File: config.mk
export PLATFORM = sky130hd
export DESIGN_NAME = dmats_top
export DESIGN_NICKNAME = d
export VERILOG_FILES = /design/src/rtl/dmats_pkg.sv /design/src/rtl/dmats_fifo.sv /design/src/rtl/dmats_top.sv
export VERILOG_INCLUDE_DIRS = /design/src /design/src/rtl
export SDC_FILE = /design/constraint.sdc
export NUM_CORES = 1
export LEC_CHECK = 0
export BUFFER_PORTS_ARGS = -buffer_cell sky130_fd_sc_hd__buf_2
export CAP_MARGIN = 20
export CORE_MARGIN = 10
export CORE_UTILIZATION = 61
export CTS_CLUSTER_DIAMETER = 120
export DETAILED_ROUTE_END_ITERATION = 8
export PLACE_DENSITY = 0.87
export REMOVE_ABC_BUFFERS = 1
export SETUP_SLACK_MARGIN = 0.05
export SYNTH_ARGS = -nofsm -noshare
export SYNTH_HDL_FRONTEND = slang
export SYNTH_SLANG_ARGS = --single-unit
File: constraint.sdc
create_clock -name mclk -period 5.23 [get_ports mclk]
set_clock_uncertainty 0.2 [all_clocks]
set_input_delay 1.046 -clock mclk [delete_from_list [all_inputs] [get_ports mclk]]
set_output_delay 1.046 -clock mclk [all_outputs]
set_load 0.05 [all_outputs]
File: src/rtl/dmats_cfg.svh
// Functional notes
// - trigger select bits 2:0 pick start event
// - codes 0-6 map to seven event inputs
// - code 111B: start only on software launch
// - halt bit 0 stops transfers; resets zero
// - lower level waits until higher completes
// - higher level waits, then preempts lower level
// - every level waits before moving
// - bits 22/21/20 show busy bus
// - bits 17/16 show level 1/0 preempted
// - level 2 waiting bit 13, moving 12
// - level 1 waiting bit 19, moving 8
// - level 0 waiting bit 5, moving 4
// - signal-processor channel waiting 1, moving 0
// - state flags read-only, live, reset zero
// - launch bit 0 works only with 111B
// - arm bit 8 arms level for trigger
// - configuration writes blocked while level moves
`ifndef DMATS_CFG_SVH
`define DMATS_CFG_SVH

`define DMATS_LVL_BASE     32'h05FE0000
`define DMATS_LVL_STRIDE   32'h00000020
`define DMATS_ARM_OFS      32'h00000010
`define DMATS_MODE_OFS     32'h00000014
`define DMATS_HALT_ADDR    32'h05FE0060
`define DMATS_STAT_ADDR    32'h05FE007C

`define DMATS_ARM_BIT      8
`define DMATS_LAUNCH_BIT   0
`define DMATS_HALT_BIT     0
`define DMATS_TRIG_LSB     0
`define DMATS_BUS_LSB      4
`define DMATS_TRIG_SW      3'h7
`define DMATS_TRIG_RESET   3'h7
`define DMATS_BUS_RESET    2'h0
`define DMATS_BUS_A        2'h0
`define DMATS_BUS_B        2'h1
`define DMATS_BUS_SP       2'h2
`define DMATS_STAT_RESET   32'h00000000

`define DMATS_ST_SP_BUS    22
`define DMATS_ST_B_BUS     21
`define DMATS_ST_A_BUS     20
`define DMATS_ST_L1_WT     19
`define DMATS_ST_L1_BK     17
`define DMATS_ST_L0_BK     16
`define DMATS_ST_L2_WT     13
`define DMATS_ST_L2_MV     12
`define DMATS_ST_L1_MV     8
`define DMATS_ST_L0_WT     5
`define DMATS_ST_L0_MV     4
`define DMATS_ST_SP_WT     1
`define DMATS_ST_SP_MV     0

`define DMATS_XFER_WORDS   16
`define DMATS_FIFO_DEPTH   16

`endif

File: src/rtl/dmats_pkg.sv
package dmats_pkg;
    typedef enum logic [3:0] {
        DMATS_IDLE = 4'b0001,
        DMATS_WAIT = 4'b0010,
        DMATS_MOVE = 4'b0100,
        DMATS_HELD = 4'b1000
    } dmats_state_t;
endpackage

File: src/rtl/dmats_fifo.sv
`timescale 1ns/1ps
`default_nettype none
module dmats_fifo #(
    parameter int W     = 32,
    parameter int DEPTH = 16
) (
    input  wire logic                       mclk,      // system clock
    input  wire logic                       rstn,      // async reset, low
    input  wire logic                       in_valid,  // write request
    input  wire logic [W-1:0]               in_data,   // write word
    output logic                            in_ready,  // room in memory
    output logic                            out_valid, // head word valid
    output logic [W-1:0]                    out_data,  // head word
    input  wire logic                       out_ready, // head taken
    output logic [$clog2(DEPTH+1)-1:0]      used       // words in memory
);
    localparam int AW = $clog2(DEPTH);
    localparam int CW = $clog2(DEPTH+1);

    generate
        if (DEPTH < 2 || (1 << AW) != DEPTH) begin : g_bad
            $error("dmats_fifo: DEPTH must be a power of two, at least 2");
        end
    endgenerate

    typedef struct packed {
        logic [DEPTH-1:0][W-1:0] mem;
        logic [AW-1:0]           wp;
        logic [AW-1:0]           rp;
        logic [CW-1:0]           cnt;
        logic                    ov;
        logic [W-1:0]            od;
    } dmats_fifo_s_t;

    dmats_fifo_s_t q;
    dmats_fifo_s_t n;
    logic          push;
    logic          pop;

    always_comb begin
        n    = q;
        push = in_valid && (q.cnt != CW'(DEPTH));
        // head register refills whenever it is empty or being taken
        pop  = (q.cnt != '0) && (!q.ov || out_ready);
        if (push) begin
            n.mem[q.wp] = in_data;
            n.wp        = q.wp + 1'b1;
        end
        if (pop) begin
            n.od = q.mem[q.rp];
            n.ov = 1'b1;
            n.rp = q.rp + 1'b1;
        end else if (out_ready) begin
            n.ov = 1'b0;
        end
        if (push && !pop) begin
            n.cnt = q.cnt + 1'b1;
        end else if (pop && !push) begin
            n.cnt = q.cnt - 1'b1;
        end
    end

    always_ff @(posedge mclk or negedge rstn) begin
        if (!rstn) begin
            q <= '0;
        end else begin
            q <= n;
        end
    end

    assign in_ready  = q.cnt != CW'(DEPTH);
    assign out_valid = q.ov;
    assign out_data  = q.od;
    assign used      = q.cnt;
endmodule
`default_nettype wire

File: src/rtl/dmats_top.sv
`timescale 1ns/1ps
`default_nettype none
`include "dmats_cfg.svh"
module dmats_top #(
    parameter int W          = 32,
    parameter int FIFO_DEPTH = `DMATS_FIFO_DEPTH,
    parameter int XFER_WORDS = `DMATS_XFER_WORDS
) (
    input  wire logic          mclk,            // system clock, 125 MHz
    input  wire logic          rstn,            // async reset, low
    input  wire logic [31:0]   avs_address,     // byte address
    input  wire logic          avs_read,        // read request
    input  wire logic          avs_write,       // write request
    input  wire logic [31:0]   avs_writedata,   // write data
    output logic      [31:0]   avs_readdata,    // read data
    output logic               avs_waitrequest, // stall
    input  wire logic [6:0]    ext_evt,         // external start events
    input  wire logic          sp_req,          // signal-processor dma request
    input  wire logic          src_valid,       // source word valid
    input  wire logic [W-1:0]  src_data,        // source word
    output logic               src_ready,       // source word taken
    output logic               snk_valid,       // sink word valid
    output logic [W-1:0]       snk_data,        // sink word
    input  wire logic          snk_ready        // sink accepts
);
    import dmats_pkg::*;

    localparam int CW  = 16;
    localparam int FCW = $clog2(FIFO_DEPTH+1);
    localparam int NCH = 4;
    localparam int SPC = 3;

    generate
        if (XFER_WORDS < 1 || XFER_WORDS >= (1 << CW)) begin : g_bad_xfer
            $error("dmats_top: XFER_WORDS out of range");
        end
        if (FIFO_DEPTH < 2) begin : g_bad_depth
            $error("dmats_top: FIFO_DEPTH too small");
        end
        if (W < 1) begin : g_bad_width
            $error("dmats_top: W must be at least 1");
        end
    endgenerate

    typedef struct packed {
        logic                          waitreq;
        logic [31:0]                   rdata;
        logic [6:0]                    evt_prev;
        logic [2:0]                    arm;
        logic [2:0][2:0]               trig;
        logic [2:0][1:0]               bus;
        dmats_state_t [NCH-1:0]        st;
        logic [NCH-1:0][CW-1:0]        left;
        logic                          src_rdy;
    } dmats_regs_t;

    dmats_regs_t    q;
    dmats_regs_t    n;

    logic           fifo_in_ready;
    logic [FCW-1:0] fifo_used;
    logic           accept;

    // channel 3 is the signal-processor channel, ranked below level 0
    function automatic logic [2:0] rank(input int ch);
        rank = (ch == SPC) ? 3'h1 : 3'(ch + 2);
    endfunction

    function automatic logic [31:0] lvl_addr(input int lvl, input logic [31:0] ofs);
        lvl_addr = `DMATS_LVL_BASE + 32'(lvl) * `DMATS_LVL_STRIDE + ofs;
    endfunction

    // a waiting or held channel still competes for the bus
    function automatic logic pending(input dmats_state_t s);
        pending = (s == DMATS_WAIT) || (s == DMATS_HELD);
    endfunction

    // register hit inside one level's block
    function automatic logic lvl_hit(input int lvl, input logic [31:0] ofs, input logic [31:0] a);
        lvl_hit = (a == lvl_addr(lvl, ofs));
    endfunction

    always_comb begin
        logic          wr_go;
        logic          halt;
        logic [6:0]    rise;
        logic [NCH-1:0] launch;
        logic [31:0]   stat;
        logic [2:0]    mv_rank;
        int            mv;
        int            best;
        logic [2:0]    best_rank;
        logic          mv_done;
        logic          mv_next;
        logic [1:0]    mv_bus;

        n         = q;
        wr_go     = avs_write && !q.waitreq;
        halt      = 1'b0;
        rise      = '0;
        launch    = '0;
        stat      = `DMATS_STAT_RESET;
        mv_rank   = '0;
        mv        = 0;
        best      = 0;
        best_rank = '0;
        mv_done   = 1'b0;
        mv_next   = 1'b0;
        mv_bus    = '0;

        // present mover and its bus
        for (int c = 0; c < NCH; c++) begin
            if (q.st[c] == DMATS_MOVE) begin
                mv      = c;
                mv_rank = rank(c);
                mv_bus  = (c == SPC) ? `DMATS_BUS_SP : q.bus[c];
            end
        end

        // live state flags
        // live read-only word
        if (mv_rank != '0) begin
            stat[`DMATS_ST_SP_BUS] = (mv_bus == `DMATS_BUS_SP);
            stat[`DMATS_ST_B_BUS]  = (mv_bus == `DMATS_BUS_B);
            stat[`DMATS_ST_A_BUS]  = (mv_bus == `DMATS_BUS_A);
        end
        stat[`DMATS_ST_L1_BK] = (q.st[1] == DMATS_HELD);
        stat[`DMATS_ST_L0_BK] = (q.st[0] == DMATS_HELD);
        stat[`DMATS_ST_L2_WT] = (q.st[2] == DMATS_WAIT);
        stat[`DMATS_ST_L2_MV] = (q.st[2] == DMATS_MOVE);
        stat[`DMATS_ST_L1_WT] = (q.st[1] == DMATS_WAIT);
        stat[`DMATS_ST_L1_MV] = (q.st[1] == DMATS_MOVE);
        stat[`DMATS_ST_L0_WT] = (q.st[0] == DMATS_WAIT);
        stat[`DMATS_ST_L0_MV] = (q.st[0] == DMATS_MOVE);
        // channel has no preempted flag, so held shows as waiting
        stat[`DMATS_ST_SP_WT] = pending(q.st[SPC]);
        stat[`DMATS_ST_SP_MV] = (q.st[SPC] == DMATS_MOVE);

        // bus handshake: one stall cycle, then a single ready cycle
        if (q.waitreq) begin
            if (avs_read || avs_write) begin
                n.waitreq = 1'b0;
            end
            if (avs_read) begin
                n.rdata = (avs_address == `DMATS_STAT_ADDR) ? stat : 32'h00000000;
            end
        end else begin
            n.waitreq = 1'b1;
        end

        // edge detect, one request per event
        rise       = ext_evt & ~q.evt_prev;
        n.evt_prev = ext_evt;

        for (int l = 0; l < 3; l++) begin
            if (wr_go && q.st[l] != DMATS_MOVE) begin
                if (lvl_hit(l, `DMATS_ARM_OFS, avs_address)) begin
                    n.arm[l] = avs_writedata[`DMATS_ARM_BIT];
                    launch[l] = avs_writedata[`DMATS_LAUNCH_BIT]
                              && avs_writedata[`DMATS_ARM_BIT]
                              && (q.trig[l] == `DMATS_TRIG_SW);
                end
                if (lvl_hit(l, `DMATS_MODE_OFS, avs_address)) begin
                    n.trig[l] = avs_writedata[`DMATS_TRIG_LSB +: 3];
                    n.bus[l]  = avs_writedata[`DMATS_BUS_LSB +: 2];
                end
            end
            // selected event starts an armed level
            if (q.arm[l] && q.trig[l] != `DMATS_TRIG_SW && rise[q.trig[l]]) begin
                launch[l] = 1'b1;
            end
        end
        launch[SPC] = sp_req;

        for (int c = 0; c < NCH; c++) begin
            if (q.st[c] == DMATS_IDLE && launch[c]) begin
                n.st[c]   = DMATS_WAIT;
                n.left[c] = CW'(XFER_WORDS);
            end
        end

        // word counting for the mover
        if (mv_rank != '0 && accept) begin
            n.left[mv] = q.left[mv] - 1'b1;
            if (q.left[mv] == CW'(1)) begin
                mv_done  = 1'b1;
                n.st[mv] = DMATS_IDLE;
            end
        end

        // highest ranked waiting or held channel
        for (int c = 0; c < NCH; c++) begin
            if (pending(q.st[c]) && rank(c) > best_rank) begin
                best      = c;
                best_rank = rank(c);
            end
        end

        if (best_rank != '0) begin
            if (mv_rank == '0 || mv_done) begin
                // lower level runs after higher completes
                n.st[best] = DMATS_MOVE;
            end else if (q.st[best] == DMATS_WAIT && best_rank > mv_rank) begin
                n.st[mv]   = DMATS_HELD;
                n.st[best] = DMATS_MOVE;
            end
        end

        halt = wr_go && (avs_address == `DMATS_HALT_ADDR)
            && avs_writedata[`DMATS_HALT_BIT];
        if (halt) begin
            for (int c = 0; c < NCH; c++) begin
                n.st[c] = DMATS_IDLE;
            end
        end

        for (int c = 0; c < NCH; c++) begin
            if (n.st[c] == DMATS_MOVE) begin
                mv_next = 1'b1;
            end
        end
        // ready is registered, so grant it only with a slot to spare
        n.src_rdy = mv_next
                 && ({1'b0, fifo_used} + {{FCW{1'b0}}, accept} < (FCW+1)'(FIFO_DEPTH));
    end

    assign accept = q.src_rdy && src_valid && fifo_in_ready;

    always_ff @(posedge mclk or negedge rstn) begin
        if (!rstn) begin
            q.waitreq  <= 1'b1;
            q.rdata    <= '0;
            q.evt_prev <= '0;
            q.arm      <= '0;
            q.left     <= '0;
            q.src_rdy  <= 1'b0;
            for (int c = 0; c < 3; c++) begin
                q.trig[c] <= `DMATS_TRIG_RESET;
                q.bus[c]  <= `DMATS_BUS_RESET;
            end
            // element-wise so every channel holds a legal one-hot code
            for (int c = 0; c < NCH; c++) begin
                q.st[c] <= DMATS_IDLE;
            end
        end else begin
            q <= n;
        end
    end

    dmats_fifo #(
        .W     (W),
        .DEPTH (FIFO_DEPTH)
    ) u_fifo (
        .mclk      (mclk),
        .rstn      (rstn),
        .in_valid  (accept),
        .in_data   (src_data),
        .in_ready  (fifo_in_ready),
        .out_valid (snk_valid),
        .out_data  (snk_data),
        .out_ready (snk_ready),
        .used      (fifo_used)
    );

    assign avs_readdata    = q.rdata;
    assign avs_waitrequest = q.waitreq;
    assign src_ready       = q.src_rdy;
endmodule
`default_nettype wire

=== Yosys cells after proc, flatten, opt, wreduce, memory -nomap -nowiden ===
Cells that the tools add are included.

* Add/subtract/negate cells: 6
* $lt $le $gt $ge: 15
* Equality and inequality tests: 42
* Muxes and demuxes: 79
* Bitwise gates (word level): 13
* Reductions and logical operators: 60

{| class="wikitable"
|+ Operators by type and width
! kind !! number
|-
| 512-bit bitwise mux || 1
|-
| 32-bit by 27-bit equality test with 1-bit output, second input constant || 8
|-
| 16-bit 2-to-1 mux || 12
|-
| 32-bit 2-to-1 mux || 6
|-
| 32-bit binary-select mux with 4-bit select || 1
|-
| 32-bit demux with 4-bit select || 1
|-
| 80-bit 2-to-1 mux || 1
|-
| 64-bit bitwise mux || 1
|-
| 32-bit by 1-bit greater-or-equal comparator with 1-bit output, second input constant || 2
|-
| 32-bit by 4-bit less-than comparator with 1-bit output, second input constant || 2
|-
| 12-bit bitwise AND || 4
|-
| 12-bit NOT || 3
|-
| 1-bit logical AND || 35
|-
| 16-bit binary-select mux with 2-bit select || 1
|-
| 16-bit demux with 2-bit select || 1
|-
| 4-bit by 3-bit equality test with 1-bit output, second input constant || 8
|-
| 4-bit 2-to-1 mux || 8
|-
| 1-bit 2-to-1 mux || 24
|-
| 23-bit 2-to-1 mux || 1
|-
| 3-bit 2-to-1 mux || 7
|-
| 4-bit by 2-bit equality test with 1-bit output, second input constant || 5
|-
| 4-bit demux with 2-bit select || 2
|-
| 16-bit by 1-bit equality test with 1-bit output, second input constant || 1
|-
| 4-bit by 1-bit equality test with 1-bit output, second input constant || 4
|-
| 35 further kinds || 76
|}

* Bits in registers: 697
* Input port bits: 110
* Output and inout port bits: 67
* Logic and storage cells: 257

=== Longest topological paths before layout ===
* Word-level depth: 28
* Mapped depth: 19
* Mapped depth without buffers: 18

=== Cells and area by module ===
From an unflattened synthesis, not the netlist that was laid out.

* Cells, all modules: 2315
* Area, all modules: 32323.5 sq um

{| class="wikitable"
|+ By module, submodules not included
! module !! instances !! cells each !! area an instance (sq um) !! sequential area each (sq um)
|-
| dmats_fifo || 1 || 1581 || 25599.6 || 13963.4
|-
| dmats_top || 1 || 734 || 6723.9 || 3020.4
|}

=== Worst setup path before layout ===
OpenSTA, ideal clock, no wires.

* Path kind: reg-to-reg
* From: register q[78] (netlist name)
* To: register q (netlist bit src_ready)
* Data arrival time: 3579 ps
* Slack: 1380 ps
* Stages on the path, launching flop included: 16
* Path buffers: 3
* Path through: dfrtp_1 nor4b_2 buf_2 buf_1 nor2_1 a221oi_1 ha_1 o21ai_0 nor2_1 nand3_1 nor4_2 or2_1 buf_2 a221oi_1 or4_1 nand4_1

{| class="wikitable"
|+ RTL lines
! item !! RTL line !! RTL
|-
| from (decl) || dmats_top.sv:57 || <nowiki>dmats_regs_t q;</nowiki>
|-
| from (signal assigned) || dmats_top.sv:246 || <nowiki>q <= n;</nowiki>
|}

==> impl_metrics.env <==
export IMPL_start_kind="flop"
export IMPL_place_ws_ps=708
export IMPL_cp_max_fo=14
export IMPL_initial_core_util_pct=61.8
export IMPL_grt_max_degree=151
export IMPL_endpoint_kind="flop"
export IMPL_finalSetupViolCount=0
export IMPL_postCtsSetupRepairBufs=0
export IMPL_reg2reg_to="src_ready"
export IMPL_antenna_found_initial=8
export IMPL_peakVddDrop_mv=0.400
export IMPL_grt_ovfl_total=0
export IMPL_maxSlewHeadroom_pct=28.7
export IMPL_ys_seq_area_share_pct=53.4
export IMPL_first_iter_violations=1855
export IMPL_p_per_area_nw_per_um2=569
export IMPL_hold_path_class="input pin to async pin"
export IMPL_critPathKind="flop to flop"
export IMPL_netlist_instances=2496
export IMPL_core_area_um2=51500
export IMPL_cts_buffers=70
export IMPL_dieArea_um2=61700
export IMPL_maxCapViolations=0
export IMPL_grt_pass1_wl_mm=125
export IMPL_worst_pin_slew_ps=1070
export IMPL_synth_area_um2=31800
export IMPL_r2r_cells=12
export IMPL_rsz0062_at_grt="false"
export IMPL_gp_congestion=0.886
export IMPL_r2r_start="q[74]"
export IMPL_crit_arrival_ps=4860
export IMPL_drt_drc_violations_left=0
export IMPL_dr_pass1_iters=5
export IMPL_htree_levels=3
export IMPL_synth_seq_cells=678
export IMPL_placed_area_um2=32900
export IMPL_setup_ws_ps=650
export IMPL_power_leakage_uw=0.0163
export IMPL_fin_crit_ps=4580
export IMPL_yosys_cell_types_count=71
export IMPL_dpl_hpwl_mm=46.2
export IMPL_slew_violations=0
export IMPL_ant_nets=0
export IMPL_status="finished clean"
export IMPL_die_y_um=248
export IMPL_cts_resized=0
export IMPL_finalCritPeriodShare_pct=87.6
export IMPL_grt_pass1_vias=22400
export IMPL_hold_violations=0
export IMPL_vias=21100
export IMPL_fmax_mhz=218
export IMPL_via_per_inst=6.47
export IMPL_cts_root_buf="clkbuf_16"
export IMPL_row_count=83
export IMPL_post_drt_wl_per_cell_um=24.7
export IMPL_r2r_slack_ps=650
export IMPL_clock_sinks=678
export IMPL_drive_gt1_share_pct=36.5
export IMPL_area_delta_synth_final_pct=11.2
export IMPL_clockBufferDepth=3
export IMPL_async_flop_share_pct=100
export IMPL_clk_latency_ps=610
export IMPL_io_pins=177
export IMPL_cts_hold_buf=0
export IMPL_synth_avg_cell_area_um2=12.7
export IMPL_nets=2646
export IMPL_cts_tree="done"
export IMPL_synth_edf_count=0
export IMPL_synth_warnings=0
export IMPL_fin_area_um2=35400
export IMPL_ys_flop_type="dfrtp_1"
export IMPL_final_common_cell="dfrtp_1"
export IMPL_clkTransAtPathRegs_ps=60
export IMPL_worstPathRequired_ps=5510
export IMPL_grt_usage_pct=25.9
export IMPL_die_x_um=248
export IMPL_final_cell_mix="661 x dfrtp_1, 534 x mux2_2, 191 x nand2_1, 131 x buf_2, 129 x mux2i_1"
export IMPL_io_buffer_count=131
export IMPL_wirelength_mm=80.3
==> registers in the layout, summed over array words and instances (netlist names) <==
name              cells
u_fifo.out_valid      1
avs_readdata         13
src_ready             1
u_fifo.used           5
avs_waitrequest       1
u_fifo.out_data      32
u_fifo.q            520
q                   105
==> per-stage QoR <==
step	util [%]	power, µW	std cells	TNS (ps)	hold slack (ps)
finish	68.7	20100	3255	0	173
global route	68.7	21000	3254	0	202
CTS	68.7	20100	3252	0	170
detailed placement	63.9	14600	3128	0	266
global placement	63.9	14100	3128	0	254
floorplan	-	12800	2272	-98450	260
==> critical path, cell delays in order (launching register included) <==
cell	delay, ps
dfrtp_1	510
nor4b_4	890
nor2_1	140
buf_4	220
a221oi_1	240
a2bb2oi_1	450
nand4_4	220
nor4_4	620
buf_4	230
a21oi_1	80
a221oi_1	370
or4b_1	190
nand4_1	80
==> cell type report <==
| class | count | area (µm²) |
|---|---|---|
| Multi-Input combinational cell | 1580 | 13800 |
| Timing Repair Buffer | 177 | 1220 |
| Clock inverter | 26 | 503 |
| Inverter | 14 | 52.6 |
| Tap cell | 680 | 851 |
| Fill cell | 3260 | 16100 |
| Clock buffer | 98 | 1950 |
| Antenna cell | 2 | 5.00 |
| Sequential cell | 678 | 17000 |
==> power by group <==
part | switching, µW | leakage (µW) | internal, µW
clock | 2110 | 0.00119 | 3210
sequential | 1300 | 0.00885 | 7000
combinational | 3430 | 0.00629 | 3070
total | 6840 | 0.0163 | 13300
==> worst max path at each step <==
| stage | startpoint | to | slack [ps] |
|---|---|---|---|
| floorplan | u_fifo.q[38] | u_fifo.out_data[31] | -3020 |
| global route | q[74] | src_ready | 470 |
| CTS | q[74] | src_ready | 710 |
| finish | q[74] | src_ready | 650 |
| global placement | q[74] | src_ready | 850 |
| detailed placement | q[74] | src_ready | 710 |
==> kinds of logic after synthesis <==
group,share of synthesized area [%]
fa+ha+maj,0.614
mux,27.9
other cells,0.0118
xor+xnor,0.771
compound gates,6.28
simple gates,7.14
flops,53.4
buf+inv,3.87
==> per-layer routing <==
metal,vias up,part of all wire [%],track usage [%]
met2,856,51,44.3
met5,-,0.078,0
met1,11000,39,32.0
met4,14,3.4,10.7
li1,9005,-,-
met3,221,6.6,4.77
==> cells in the mapped netlist, types with 14 or more instances <==
library cell / n / area [µm²]
a21oi_1: 38 / 190
buf_1: 21 / 78.8
buf_4: 64 / 480
clkbuf_1: 148 / 556
dfrtp_1: 664 / 16600
dfstp_2: 14 / 368
ha_1: 14 / 175
mux2_2: 534 / 6010
mux2i_1: 129 / 1290
mux4_2: 70 / 1580
nand2_1: 192 / 721
nand3_1: 45 / 225
nor2_1: 134 / 503
nor3_1: 15 / 75.1
o21ai_0: 123 / 616
o221ai_1: 62 / 543
o22ai_1: 25 / 156
xnor2_1: 16 / 140
Power figures use the tool's default switching activity.
